**src/core/bpsc_pkg.sv**
```systemverilog
package bpsc_pkg;

    localparam int          NPORTS           = 3;

    // register map, one block of four words per bridge function
    localparam logic [5:0]  OFF_POWER_CTRL_STATUS_REG        = 6'h00;
    localparam logic [5:0]  OFF_CFG          = 6'h04;
    localparam logic [5:0]  OFF_TIMER        = 6'h08;
    localparam logic [5:0]  OFF_STAT         = 6'h0C;
    localparam logic [5:0]  OFF_WAKE_CTRL    = 6'h30;

    // field positions
    localparam int          POWER_CTRL_STATUS_REG_KEEP_BIT   = 3;
    localparam int          POWER_CTRL_STATUS_REG_PME_EN_BIT = 8;
    localparam int          POWER_CTRL_STATUS_REG_POWER_EVENT_STATUS_BIT_BIT   = 15;
    localparam int          WAKE_EN_BIT      = 0;
    localparam int          BEACON_EN_BIT    = 1;
    localparam int          CFG_DONE_BIT     = 0;

    // power-state field encodings
    localparam logic [1:0]  PS_FIELD_D0      = 2'h0;
    localparam logic [1:0]  PS_FIELD_D3      = 2'h3;

    // values after reset
    localparam logic [15:0] TIMEOUT_RST      = 16'h0010;
    localparam logic        KEEP_RST         = 1'b1;
    localparam logic        WAKE_EN_RST      = 1'b1;
    localparam logic        BEACON_EN_RST    = 1'b1;

    // timer tick
    localparam int          CLK_PERIOD_PS    = 4000;
    localparam int          TICK_NS          = 1000;
    localparam int          TICK_CYCLES_RAW  = (TICK_NS * 1000) / CLK_PERIOD_PS;
    localparam int          TICK_CYCLES      = (TICK_CYCLES_RAW < 1) ? 1 : TICK_CYCLES_RAW;
    localparam logic [9:0]  TICK_LAST        = 10'(TICK_CYCLES - 1);

    localparam logic [1:0]  RESP_OKAY        = 2'h0;
    localparam logic [1:0]  RESP_SLVERR      = 2'h2;

    typedef enum logic [1:0] {PS_D0U, PS_D0A, PS_D3H, PS_D3C} bpsc_pstate_t;
    typedef enum logic [2:0] {K_CFG0, K_MSG, K_REQ, K_CPL_OWN, K_CPL_THRU} bpsc_kind_t;
    typedef enum logic [1:0] {DISP_ACCEPT, DISP_UR, DISP_UC, DISP_ROUTE} bpsc_disp_t;

endpackage : bpsc_pkg

```
**src/core/bpsc_top.sv**
```systemverilog
`timescale 1ns/1ps

// Overview of operation
// - four states: D0 uninit, D0 active, D3hot, D3cold
// - downstream state affects only its own port
// - port 0 D3hot governs whole device
// - D3hot lets that link enter L1
// - keep-context set retains state across D3hot
// - L2/L3 Ready resets device regardless of keep-context
// - D0 uninit to D0 active once configured
// - D0 active to D3hot on D3 write
// - D3hot to D0 uninit on D0 write
// - D3cold returns to D0 uninit via reset
// - D3hot still completes type 0 config requests
// - D3hot still accepts messages targeting bridge
// - other primary requests in D3hot are UR
// - TLP-caused errors reported as normal in D3hot
// - non-TLP errors send no message in D3hot
// - completions to bridge in D3hot are unexpected
// - pass-through completions routed as in D0
// - secondary-side requests in D3hot are UR
// - downstream ports send power events in D3hot
// - resend power event on service timeout
// - uncleared status at deep sleep wakes link
// - transmit beacon, drive wake, never detect beacon
// - power-event status survives reset, sticky
// - turn-off blocks power events until link returns
module bpsc_top
    import bpsc_pkg::*;
(
    // clock and resets
    input  wire logic                     sys_clk,
    input  wire logic                     rstn,
    input  wire logic                     aux_rstn,
    // axi4-lite register slave
    input  wire logic [11:0]              s_axi_awaddr,
    input  wire logic                     s_axi_awvalid,
    output logic                          s_axi_awready,
    input  wire logic [31:0]              s_axi_wdata,
    input  wire logic [3:0]               s_axi_wstrb,
    input  wire logic                     s_axi_wvalid,
    output logic                          s_axi_wready,
    output logic [1:0]                    s_axi_bresp,
    output logic                          s_axi_bvalid,
    input  wire logic                     s_axi_bready,
    input  wire logic [11:0]              s_axi_araddr,
    input  wire logic                     s_axi_arvalid,
    output logic                          s_axi_arready,
    output logic [31:0]                   s_axi_rdata,
    output logic [1:0]                    s_axi_rresp,
    output logic                          s_axi_rvalid,
    input  wire logic                     s_axi_rready,
    // link and power events
    input  wire logic                     l23_ready,
    input  wire logic                     turnoff_rx,
    input  wire logic                     link_l0_return,
    input  wire logic                     pwr_removed,
    input  wire logic [NPORTS-1:0]        hp_event,
    output logic [NPORTS-1:0]             pme_tx,
    // request classification
    input  wire logic                     tlp_valid,
    input  wire logic [1:0]               tlp_port,
    input  wire bpsc_kind_t               tlp_kind,
    input  wire logic                     tlp_secondary,
    output logic                          disp_valid,
    output logic [1:0]                    disp_port,
    output bpsc_disp_t                    disp_code,
    // error reporting
    input  wire logic                     err_valid,
    input  wire logic [1:0]               err_port,
    input  wire logic                     err_from_tlp,
    output logic                          err_msg_valid,
    output logic [1:0]                    err_msg_port,
    // state and wakeup
    output logic [NPORTS-1:0][1:0]        power_state_field,
    output logic [NPORTS-1:0]             l1_permit,
    output logic                          sideband_wake_o,
    output logic                          sideband_wake_oe,
    output logic                          beacon_tx
);

    typedef struct packed {
        bpsc_pstate_t [NPORTS-1:0] ps;
        logic [NPORTS-1:0]         keep;
        logic [NPORTS-1:0]         pme_en;
        logic [NPORTS-1:0]         power_event_status_bit;
        logic [NPORTS-1:0]         configured;
        logic [NPORTS-1:0][15:0]   tmo;
        logic [NPORTS-1:0][15:0]   tmr;
        logic [NPORTS-1:0]         tmr_run;
        logic [NPORTS-1:0]         due;
        logic [NPORTS-1:0]         pme_tx;
        logic [9:0]                tick_cnt;
        logic                      tick;
        logic                      blk;
        logic                      wake_en;
        logic                      beacon_en;
        logic                      wake_act;
        logic                      aw_have;
        logic [11:0]               aw_addr;
        logic                      w_have;
        logic [31:0]               wdata;
        logic [3:0]                wstrb;
        logic                      bvalid;
        logic [1:0]                bresp;
        logic                      rvalid;
        logic [31:0]               rdata;
        logic [1:0]                rresp;
        logic                      disp_valid;
        logic [1:0]                disp_port;
        bpsc_disp_t                disp_code;
        logic                      err_msg_valid;
        logic [1:0]                err_msg_port;
    } bpsc_state_t;

    bpsc_state_t        s_q;
    bpsc_state_t        s_d;
    logic [NPORTS-1:0]  d3eff;
    logic               wr_do;
    logic               wr_hit;
    logic [1:0]         wr_port;
    logic [5:0]         wr_off;
    logic [31:0]        rd_word;

    function automatic logic addr_hit(input logic [11:0] a);
        addr_hit = (a[11:6] == 6'h00) && (a[1:0] == 2'h0)
                   && ((a[5:4] != 2'h3) || (a[5:0] == OFF_WAKE_CTRL));
    endfunction : addr_hit

    function automatic logic [5:0] addr_off(input logic [11:0] a);
        addr_off = (a[5:0] == OFF_WAKE_CTRL) ? OFF_WAKE_CTRL : {2'h0, a[3:0]};
    endfunction : addr_off

    function automatic logic [1:0] ps_field(input bpsc_pstate_t ps);
        ps_field = ((ps == PS_D3H) || (ps == PS_D3C)) ? PS_FIELD_D3 : PS_FIELD_D0;
    endfunction : ps_field

    function automatic bpsc_disp_t classify(input logic d3, input bpsc_kind_t k, input logic sec);
        if (k == K_CPL_THRU)
            classify = DISP_ROUTE;
        else if (!d3)
            classify = DISP_ACCEPT;
        else if (k == K_CPL_OWN)
            classify = DISP_UC;
        else if (sec)
            classify = DISP_UR;
        else if ((k == K_CFG0) || (k == K_MSG))
            classify = DISP_ACCEPT;
        else
            classify = DISP_UR;
    endfunction : classify

    // a downstream port follows its own state, upstream D3hot also counts for all in d3eff and l1_permit
    for (genvar g = 0; g < NPORTS; g++)
    begin : g_port
        assign d3eff[g]             = (s_q.ps[g] == PS_D3H) || (s_q.ps[0] == PS_D3H);
        assign l1_permit[g]         = d3eff[g];
        assign power_state_field[g] = ps_field(s_q.ps[g]);
    end

    assign wr_do   = s_q.aw_have && s_q.w_have && !s_q.bvalid;
    assign wr_hit  = addr_hit(s_q.aw_addr);
    assign wr_port = s_q.aw_addr[5:4];
    assign wr_off  = addr_off(s_q.aw_addr);

    always_comb
    begin
        logic [1:0] rp;
        logic [5:0] ro;
        rp      = s_axi_araddr[5:4];
        ro      = addr_off(s_axi_araddr);
        rd_word = 32'h0000_0000;
        if (ro == OFF_WAKE_CTRL)
            rd_word = {30'h0, s_q.beacon_en, s_q.wake_en};
        else if (ro == OFF_POWER_CTRL_STATUS_REG)
            rd_word = {16'h0, s_q.power_event_status_bit[rp], 6'h00, s_q.pme_en[rp], 4'h0, s_q.keep[rp], 1'b0, ps_field(s_q.ps[rp])};
        else if (ro == OFF_CFG)
            rd_word = {31'h0, s_q.configured[rp]};
        else if (ro == OFF_TIMER)
            rd_word = {16'h0, s_q.tmo[rp]};
        else if (ro == OFF_STAT)
            rd_word = {27'h0, s_q.due[rp], s_q.tmr_run[rp], d3eff[rp], 2'(s_q.ps[rp])};
    end

    always_comb
    begin
        logic pw;
        logic pm_lo;
        logic pm_hi;
        pw    = 1'b0;
        pm_lo = 1'b0;
        pm_hi = 1'b0;
        s_d   = s_q;
        s_d.pme_tx = '0;

        // fixed service-timer tick, avoids a wide per-port prescaler
        s_d.tick = (s_q.tick_cnt == TICK_LAST);
        s_d.tick_cnt = s_d.tick ? 10'h000 : s_q.tick_cnt + 10'h001;

        // write channel: address and data taken in either order
        if (s_q.bvalid && s_axi_bready)
            s_d.bvalid = 1'b0;
        if (s_axi_awvalid && s_axi_awready)
        begin
            s_d.aw_have = 1'b1;
            s_d.aw_addr = s_axi_awaddr;
        end
        if (s_axi_wvalid && s_axi_wready)
        begin
            s_d.w_have = 1'b1;
            s_d.wdata  = s_axi_wdata;
            s_d.wstrb  = s_axi_wstrb;
        end
        if (wr_do)
        begin
            s_d.aw_have = 1'b0;
            s_d.w_have  = 1'b0;
            s_d.bvalid  = 1'b1;
            s_d.bresp   = wr_hit ? RESP_OKAY : RESP_SLVERR;
        end
        if (wr_do && wr_hit && (wr_off == OFF_WAKE_CTRL) && s_q.wstrb[0])
        begin
            s_d.wake_en   = s_q.wdata[WAKE_EN_BIT];
            s_d.beacon_en = s_q.wdata[BEACON_EN_BIT];
        end

        // read channel
        if (s_q.rvalid && s_axi_rready)
            s_d.rvalid = 1'b0;
        if (s_axi_arvalid && s_axi_arready)
        begin
            s_d.rvalid = 1'b1;
            s_d.rdata  = addr_hit(s_axi_araddr) ? rd_word : 32'h0000_0000;
            s_d.rresp  = addr_hit(s_axi_araddr) ? RESP_OKAY : RESP_SLVERR;
        end

        for (int p = 0; p < NPORTS; p++)
        begin
            pw    = wr_do && wr_hit && (wr_port == 2'(p)) && (wr_off != OFF_WAKE_CTRL);
            pm_lo = pw && (wr_off == OFF_POWER_CTRL_STATUS_REG) && s_q.wstrb[0];
            pm_hi = pw && (wr_off == OFF_POWER_CTRL_STATUS_REG) && s_q.wstrb[1];
            if (pm_lo)
                s_d.keep[p] = s_q.wdata[POWER_CTRL_STATUS_REG_KEEP_BIT];
            if (pm_hi)
                s_d.pme_en[p] = s_q.wdata[POWER_CTRL_STATUS_REG_PME_EN_BIT];
            if (pw && (wr_off == OFF_CFG) && s_q.wstrb[0] && s_q.wdata[CFG_DONE_BIT])
                s_d.configured[p] = 1'b1;
            if (pw && (wr_off == OFF_TIMER) && s_q.wstrb[0])
                s_d.tmo[p][7:0] = s_q.wdata[7:0];
            if (pw && (wr_off == OFF_TIMER) && s_q.wstrb[1])
                s_d.tmo[p][15:8] = s_q.wdata[15:8];

            unique case (s_q.ps[p])
                PS_D0U:
                    if (s_q.configured[p])
                        s_d.ps[p] = PS_D0A;
                PS_D0A:
                    if (pm_lo && (s_q.wdata[1:0] == PS_FIELD_D3))
                        s_d.ps[p] = PS_D3H;
                PS_D3H:
                    if (pwr_removed)
                        s_d.ps[p] = PS_D3C;
                    else if (pm_lo && (s_q.wdata[1:0] == PS_FIELD_D0))
                    begin
                        s_d.ps[p]         = PS_D0U;
                        s_d.configured[p] = 1'b0;
                        // context is lost only when software asked for it
                        if (!s_q.keep[p])
                        begin
                            s_d.tmo[p]    = TIMEOUT_RST;
                            s_d.pme_en[p] = 1'b0;
                        end
                    end
                PS_D3C:
                    s_d.ps[p] = PS_D3C;
            endcase

            if (p != 0)
            begin
                if (s_q.tmr_run[p] && s_q.tick)
                begin
                    if ((17'(s_q.tmr[p]) + 17'h00001) >= {1'b0, s_q.tmo[p]})
                    begin
                        s_d.due[p]     = 1'b1;
                        s_d.tmr_run[p] = 1'b0;
                        s_d.tmr[p]     = 16'h0000;
                    end
                    else
                        s_d.tmr[p] = s_q.tmr[p] + 16'h0001;
                end
                // a due message waits out the turn-off block, never dropped
                // a turn-off in this cycle already holds the message back
                if (s_q.due[p] && !s_q.blk && !turnoff_rx)
                begin
                    s_d.pme_tx[p]  = 1'b1;
                    s_d.due[p]     = 1'b0;
                    s_d.tmr_run[p] = 1'b1;
                    s_d.tmr[p]     = 16'h0000;
                end
                if (pm_hi && s_q.wdata[POWER_CTRL_STATUS_REG_POWER_EVENT_STATUS_BIT_BIT])
                begin
                    s_d.power_event_status_bit[p]    = 1'b0;
                    s_d.tmr_run[p] = 1'b0;
                    s_d.due[p]     = 1'b0;
                end
                // set placed last so an event beats a same-cycle clear
                if (hp_event[p] && d3eff[p] && s_q.pme_en[p])
                begin
                    s_d.power_event_status_bit[p] = 1'b1;
                    s_d.due[p]  = 1'b1;
                end
            end
        end

        if (turnoff_rx)
            s_d.blk = 1'b1;
        else if (link_l0_return)
            s_d.blk = 1'b0;

        // only transmit sides exist; incoming beacon is never looked at
        s_d.wake_act = l23_ready && (|s_q.power_event_status_bit[NPORTS-1:1]);

        s_d.disp_valid    = tlp_valid;
        s_d.disp_port     = tlp_port;
        s_d.disp_code     = classify(d3eff[tlp_port], tlp_kind, tlp_secondary);
        s_d.err_msg_valid = err_valid && (err_from_tlp || !d3eff[err_port]);
        s_d.err_msg_port  = err_port;

        // entering L2/L3 Ready drops the function context; bus state kept
        if (l23_ready || !rstn)
        begin
            for (int p = 0; p < NPORTS; p++)
            begin
                s_d.ps[p] = PS_D0U;
            end
            s_d.keep       = {NPORTS{KEEP_RST}};
            s_d.pme_en     = '0;
            s_d.configured = '0;
            s_d.tmo        = {NPORTS{TIMEOUT_RST}};
            s_d.tmr        = '0;
            s_d.tmr_run    = '0;
            s_d.due        = '0;
            s_d.pme_tx     = '0;
            s_d.blk        = 1'b0;
        end
        if (!rstn)
        begin
            s_d.tick_cnt      = 10'h000;
            s_d.tick          = 1'b0;
            s_d.wake_en       = WAKE_EN_RST;
            s_d.beacon_en     = BEACON_EN_RST;
            s_d.wake_act      = 1'b0;
            s_d.aw_have       = 1'b0;
            s_d.aw_addr       = 12'h000;
            s_d.w_have        = 1'b0;
            s_d.wdata         = 32'h0000_0000;
            s_d.wstrb         = 4'h0;
            s_d.bvalid        = 1'b0;
            s_d.bresp         = RESP_OKAY;
            s_d.rvalid        = 1'b0;
            s_d.rdata         = 32'h0000_0000;
            s_d.rresp         = RESP_OKAY;
            s_d.disp_valid    = 1'b0;
            s_d.disp_port     = 2'h0;
            s_d.disp_code     = DISP_ACCEPT;
            s_d.err_msg_valid = 1'b0;
            s_d.err_msg_port  = 2'h0;
        end
        // status is power-event context: of the resets, only the aux reset clears it
        if (!aux_rstn)
            s_d.power_event_status_bit = '0;
    end

    always_ff @(posedge sys_clk)
    begin
        s_q <= s_d;
    end

    assign s_axi_awready    = !s_q.aw_have && !s_q.bvalid;
    assign s_axi_wready     = !s_q.w_have && !s_q.bvalid;
    assign s_axi_bvalid     = s_q.bvalid;
    assign s_axi_bresp      = s_q.bresp;
    assign s_axi_arready    = !s_q.rvalid;
    assign s_axi_rvalid     = s_q.rvalid;
    assign s_axi_rdata      = s_q.rdata;
    assign s_axi_rresp      = s_q.rresp;
    assign pme_tx           = s_q.pme_tx;
    assign disp_valid       = s_q.disp_valid;
    assign disp_port        = s_q.disp_port;
    assign disp_code        = s_q.disp_code;
    assign err_msg_valid    = s_q.err_msg_valid;
    assign err_msg_port     = s_q.err_msg_port;
    assign sideband_wake_o  = 1'b0;
    assign sideband_wake_oe = s_q.wake_act && s_q.wake_en;
    assign beacon_tx        = s_q.wake_act && s_q.beacon_en;

    logic pm0_lo;
    assign pm0_lo = wr_do && wr_hit && (wr_port == 2'h0) && (wr_off == OFF_POWER_CTRL_STATUS_REG) && s_q.wstrb[0] && !l23_ready;
endmodule : bpsc_top

```
**config.mk**
```make
export PLATFORM = sky130hd
export DESIGN_NAME = bpsc_top
export DESIGN_NICKNAME = d
export VERILOG_FILES = /design/src/core/bpsc_pkg.sv /design/src/core/bpsc_top.sv
export SDC_FILE = /design/constraint.sdc
export NUM_CORES = 1
export LEC_CHECK = 0
export ABC_AREA = 1
export BUFFER_PORTS_ARGS = -buffer_cell sky130_fd_sc_hd__buf_2
export CAP_MARGIN = 20
export CORE_UTILIZATION = 45
export DETAILED_ROUTE_END_ITERATION = 10
export HOLD_SLACK_MARGIN = 0.1
export MAX_ROUTING_LAYER = met4
export PLACE_DENSITY_LB_ADDON = 0.08
export SETUP_SLACK_MARGIN = 0.2
export SYNTH_ARGS = -nofsm -noshare
export SYNTH_HDL_FRONTEND = slang
export SYNTH_SLANG_ARGS = --single-unit
```
**constraint.sdc**
```tcl
create_clock -name sys_clk -period 4.4 [get_ports sys_clk]
set_input_delay 0.44 -clock sys_clk [delete_from_list [all_inputs] [get_ports sys_clk]]
set_output_delay 0.44 -clock sys_clk [all_outputs]
set_load 0.02 [all_outputs]
```
==> results.md <==
* Standard cell with the maximum stage delay on the critical path: sky130_fd_sc_hd__nor2_2
* Highest clock frequency the design can meet at 294 MHz
* Detailed Place HPWL at 18800 um
* Number of iterations in the first detailed-routing pass at 9
* Number of failing hold endpoints at the final stage at 0
* Slew @ Worst Pin at 865 ps
* Clock insertion delay at the later pin of the skew report at 430 ps
* Resize count post-CTS at 0
* Row cnt at 53
* Switching Fraction at 0.252
* Share of power burned in the clock network at 0.456
* Die height at 148 um
* Clock tree sinks at 178
* Vias after detailed routing at 8604
* Sequential fraction of the synthesis area at 0.371
* Syn Inst Count at 1370
* Outcome: finished, violations left
* Via count of the first global-routing pass at 7773
* Count of final max-slew check failures at 0
* Static leakage power at 0.00476 uW
* Non-filler cells in the finished layout at 1721
* Slack of the worst reg-to-reg path at 990 ps
* Area growth from synthesis to layout at 10.8%
* Residual overflow from global routing at 0
* Initial Util at 0.459
* CP endpoint kind: flip-flop
* Reg2reg start: s_q[152]$_SDFFE_PP0P_
* Worst Setup EP: s_q[160]$_SDFFE_PP0P_
* Final number of setup-violating endpoints at 0
* Aggregate negative setup slack at 0 ps
* Maximum number of buffers from clock root to sink at 2
* Crit share post-route at 0.774
* Number of cells on the worst reg-to-reg path at 21
* Post-route DRC violation count at 4
* Data arrival time of the critical path at 3770 ps
* Netlist cell types at 52
* Post-Route WL at 24800 um
* Number of buffers added on ports at 110
* Total Power Consumption at 3620 uW
* Main synth FF type: sky130_fd_sc_hd__dfxtp_1
* Combined global-route utilization of all metal layers at 0.238
* Hold Buf Count CTS at 0
* Count of buffers added by post-CTS timing repair for setup at 0
* Area of the die at 22000 um^2
* Detailed-route vias per instance at 5.00
* MaxCap Viol Count at 0
* Global-route wire length before repair at 39900 um
* Number of warnings printed during yosys synthesis at 0
* Placed cell count at 1688
* Final Net Count at 1554
* Reg power frac at 0.467
* Normalized max-slew margin at 0.423
* Clk pin slew, worst setup/hold paths at 70 ps
* Floorplan Core Area at 21000 um^2
* Maximum fanout along the worst path at 16
* CTS H-tree depth at 4
* Hold crit path type: primary input to flip-flop
* Setup repair after global routing missed its margin: no
* FFs w/ async S/R, synth at 0
* Overall die width at 148 um
* Number of enable flip-flop cells after synthesis at 0
* Data required time at the worst endpoint at 4760 ps
* Post-Route Skew at 10.2 ps
* Final hold slack at 188 ps
* Minimum clock period after layout at 3410 ps
* Number of antenna violations at the first check in global routing at 0
* Clock tree from TritonCTS: yes
* Netlist area before placement at 9620 um^2
* Number of nets with antenna violations after routing at 0
* Critical path class: flip-flop to flip-flop
* Critical R2R Capture: s_q[160]$_SDFFE_PP0P_
* Maximum VDD drop at 271 uV
* Synthesized area per cell at 7.02 um^2
* Clock root buffer: sky130_fd_sc_hd__clkbuf_16
* Share of total power in combinational logic at 0.077
* Crit-path most repeated cell: sky130_fd_sc_hd__nand2_1
* Worst Setup Start Kind: flip-flop
* DRT iter0 DRCs at 536
* First element of the critical path: s_q[152]$_SDFFE_PP0P_
* Largest net degree at the start of global routing at 46
* Power density over the cells at 339 nW/um^2
* Final GP Congestion at 0.917
* Chain of cells forming the critical path: ha_1, nand3_1, nor2_2, nand2_1, nor3_2, xnor2_1, inv_1, ha_1, nand2_1, inv_1, nand3_1, nor2_1, a21oi_1, nand2_1, nand2_1, nand2_1, nand2_1, nand2_1, nor2_2, nand2_1, a21oi_1
* Internal Power at 2700 uW
* Number of CTS-inserted buffers at 17
* Sw Pwr at 912 uW
* Delay contributed by the slowest stage of the critical path at 550 ps
* Share of layout cells above drive strength 1 at 0.134
* Violated checks: design-rule violations
* Register bit count reported by yosys at 178
* I/O pin count at 150
* Wire per inst at 14.4 um
-- metrics by stage --
step,setup WS [ps],instance area [um^2],utilization
4_1_cts,970,10700,0.508
6_report,993,10700,0.508
3_5_place_dp,995,10000,0.478
2_1_floorplan,1700,9690,-
5_1_grt,649,10700,0.508
3_3_place_gp,1090,10000,0.478
-- layout by cell type, fill, tap and decap left out, types with 4 or more instances in the layout --
cell type	n
sky130_fd_sc_hd__nor2_2	8
sky130_fd_sc_hd__nand3_1	32
sky130_fd_sc_hd__bufinv_16	4
sky130_fd_sc_hd__nand4_1	18
sky130_fd_sc_hd__xnor2_1	8
sky130_fd_sc_hd__nor2_1	173
sky130_fd_sc_hd__nand2_2	8
sky130_fd_sc_hd__xor2_1	19
sky130_fd_sc_hd__a211oi_1	13
sky130_fd_sc_hd__nor3_1	16
sky130_fd_sc_hd__clkbuf_16	17
sky130_fd_sc_hd__o211ai_1	14
sky130_fd_sc_hd__nand2_1	259
sky130_fd_sc_hd__conb_1	20
sky130_fd_sc_hd__a211oi_2	4
sky130_fd_sc_hd__nand3_2	5
sky130_fd_sc_hd__nor4_1	6
sky130_fd_sc_hd__nor2_4	7
sky130_fd_sc_hd__o21ai_0	90
sky130_fd_sc_hd__inv_2	6
sky130_fd_sc_hd__inv_1	187
sky130_fd_sc_hd__a21oi_1	150
sky130_fd_sc_hd__buf_2	110
sky130_fd_sc_hd__dfxtp_1	178
sky130_fd_sc_hd__ha_1	36
-- how the worst min path moves through the flow --
stage / start / end / slack (ps) / depth (start not counted)
final: tlp_valid / disp_valid$_SDFF_PN0_ / 190 / 3
after global routing: link_l0_return / s_q[99]$_SDFFE_PP0P_ / 200 / 2
after CTS: tlp_valid / disp_valid$_SDFF_PN0_ / 180 / 3
after detailed placement: s_axi_rdata[5]$_SDFFE_PN0P_ / s_axi_rdata[5]$_SDFFE_PN0P_ / 450 / 2
after global placement: s_axi_rdata[3]$_SDFFE_PN0P_ / s_axi_rdata[3]$_SDFFE_PN0P_ / 450 / 2
after floorplan: s_q[101]$_SDFF_PP0_ / s_q[101]$_SDFF_PP0_ / 430 / 1
-- area by class of cell --
| type | count | area [um^2] |
|---|---|---|
| diodes | 1 | 2.50 |
| clock buffers | 19 | 443 |
| clock inverters | 13 | 198 |
| fillers | 2163 | 10300 |
| inverters | 195 | 732 |
| multi-input cells | 928 | 4810 |
| flip-flops and latches | 178 | 3560 |
| well taps | 275 | 344 |
| repair buffers | 112 | 566 |
-- Yosys cell counts (3+ instances only) --
master                     count  area [um^2]
sky130_fd_sc_hd__nor2_4        7         78.8
sky130_fd_sc_hd__o21a_1        3         22.5
sky130_fd_sc_hd__inv_1       187          702
sky130_fd_sc_hd__inv_2         6         22.5
sky130_fd_sc_hd__nor2_1      173          649
sky130_fd_sc_hd__buf_1         3         11.3
sky130_fd_sc_hd__o21ai_2       3         26.3
sky130_fd_sc_hd__nor3_2        3         30.0
sky130_fd_sc_hd__dfxtp_1     178         3560
sky130_fd_sc_hd__buf_6         9          101
sky130_fd_sc_hd__nand2_1     259          972
sky130_fd_sc_hd__xnor2_1       8         70.1
sky130_fd_sc_hd__o21ai_0      90          450
sky130_fd_sc_hd__nand3_1      32          160
sky130_fd_sc_hd__nand2_2       8         50.1
sky130_fd_sc_hd__nor4_1        6         37.5
sky130_fd_sc_hd__a211oi_1     13         97.6
sky130_fd_sc_hd__a211oi_2      4         50.1
sky130_fd_sc_hd__o22ai_1       3         18.8
sky130_fd_sc_hd__clkbuf_1     24         90.1
sky130_fd_sc_hd__buf_2         3         15.0
sky130_fd_sc_hd__o21ai_1       3         15.0
sky130_fd_sc_hd__nor2_2        8         50.1
sky130_fd_sc_hd__nand4_1      18          113
sky130_fd_sc_hd__o211ai_1     14          105
sky130_fd_sc_hd__buf_4        49          368
sky130_fd_sc_hd__o221ai_1      3         26.3
sky130_fd_sc_hd__nor3_1       16         80.1
sky130_fd_sc_hd__ha_1         36          450
sky130_fd_sc_hd__nor3b_1       3         22.5
sky130_fd_sc_hd__nand3_2       5         50.1
sky130_fd_sc_hd__xor2_1       19          166
sky130_fd_sc_hd__a21oi_1     150          751
-- worst max-delay path, delay by kind of cell, from the launching register on --
family	cells	cell delay (ps)
compound gates	2	270
flops	1	400
xor+xnor	1	150
simple gates	14	1870
buf+inv	2	130
fa+ha+maj	2	500
-- power groups by stage --
stage                     clock network, uW  registers [uW]  logic [uW]
after global routing                   1750            1690         312
after floorplan                           0            1710         204
final                                  1650            1690         277
after global placement                    0            1720         276
after detailed placement                  0            1720         278
after CTS                              1680            1690         279
-- registers in the layout (all words and copies together), names as in the netlist, 2 cells and up --
signal	count
err_msg_port	2
s_axi_rdata	16
s_q	148
disp_code	2
disp_port	2
pme_tx	2
-- cell families after synthesis --
group,after synthesis,synth area share
other cells,1,0.000390
mux,2,0.00208
flops,178,0.371
compound gates,297,0.172
simple gates,546,0.246
buf+inv,283,0.137
xor+xnor,27,0.0246
fa+ha+maj,36,0.0468
-- routing by layer --
metal | part of all wire | track usage
met1 | 0.49 | 0.319
met2 | 0.44 | 0.369
met3 | 0.052 | 0.0482
met4 | 0.013 | 0.0552
met5 | 0 | -
Note: power is estimated with default switching activity, not from simulation.
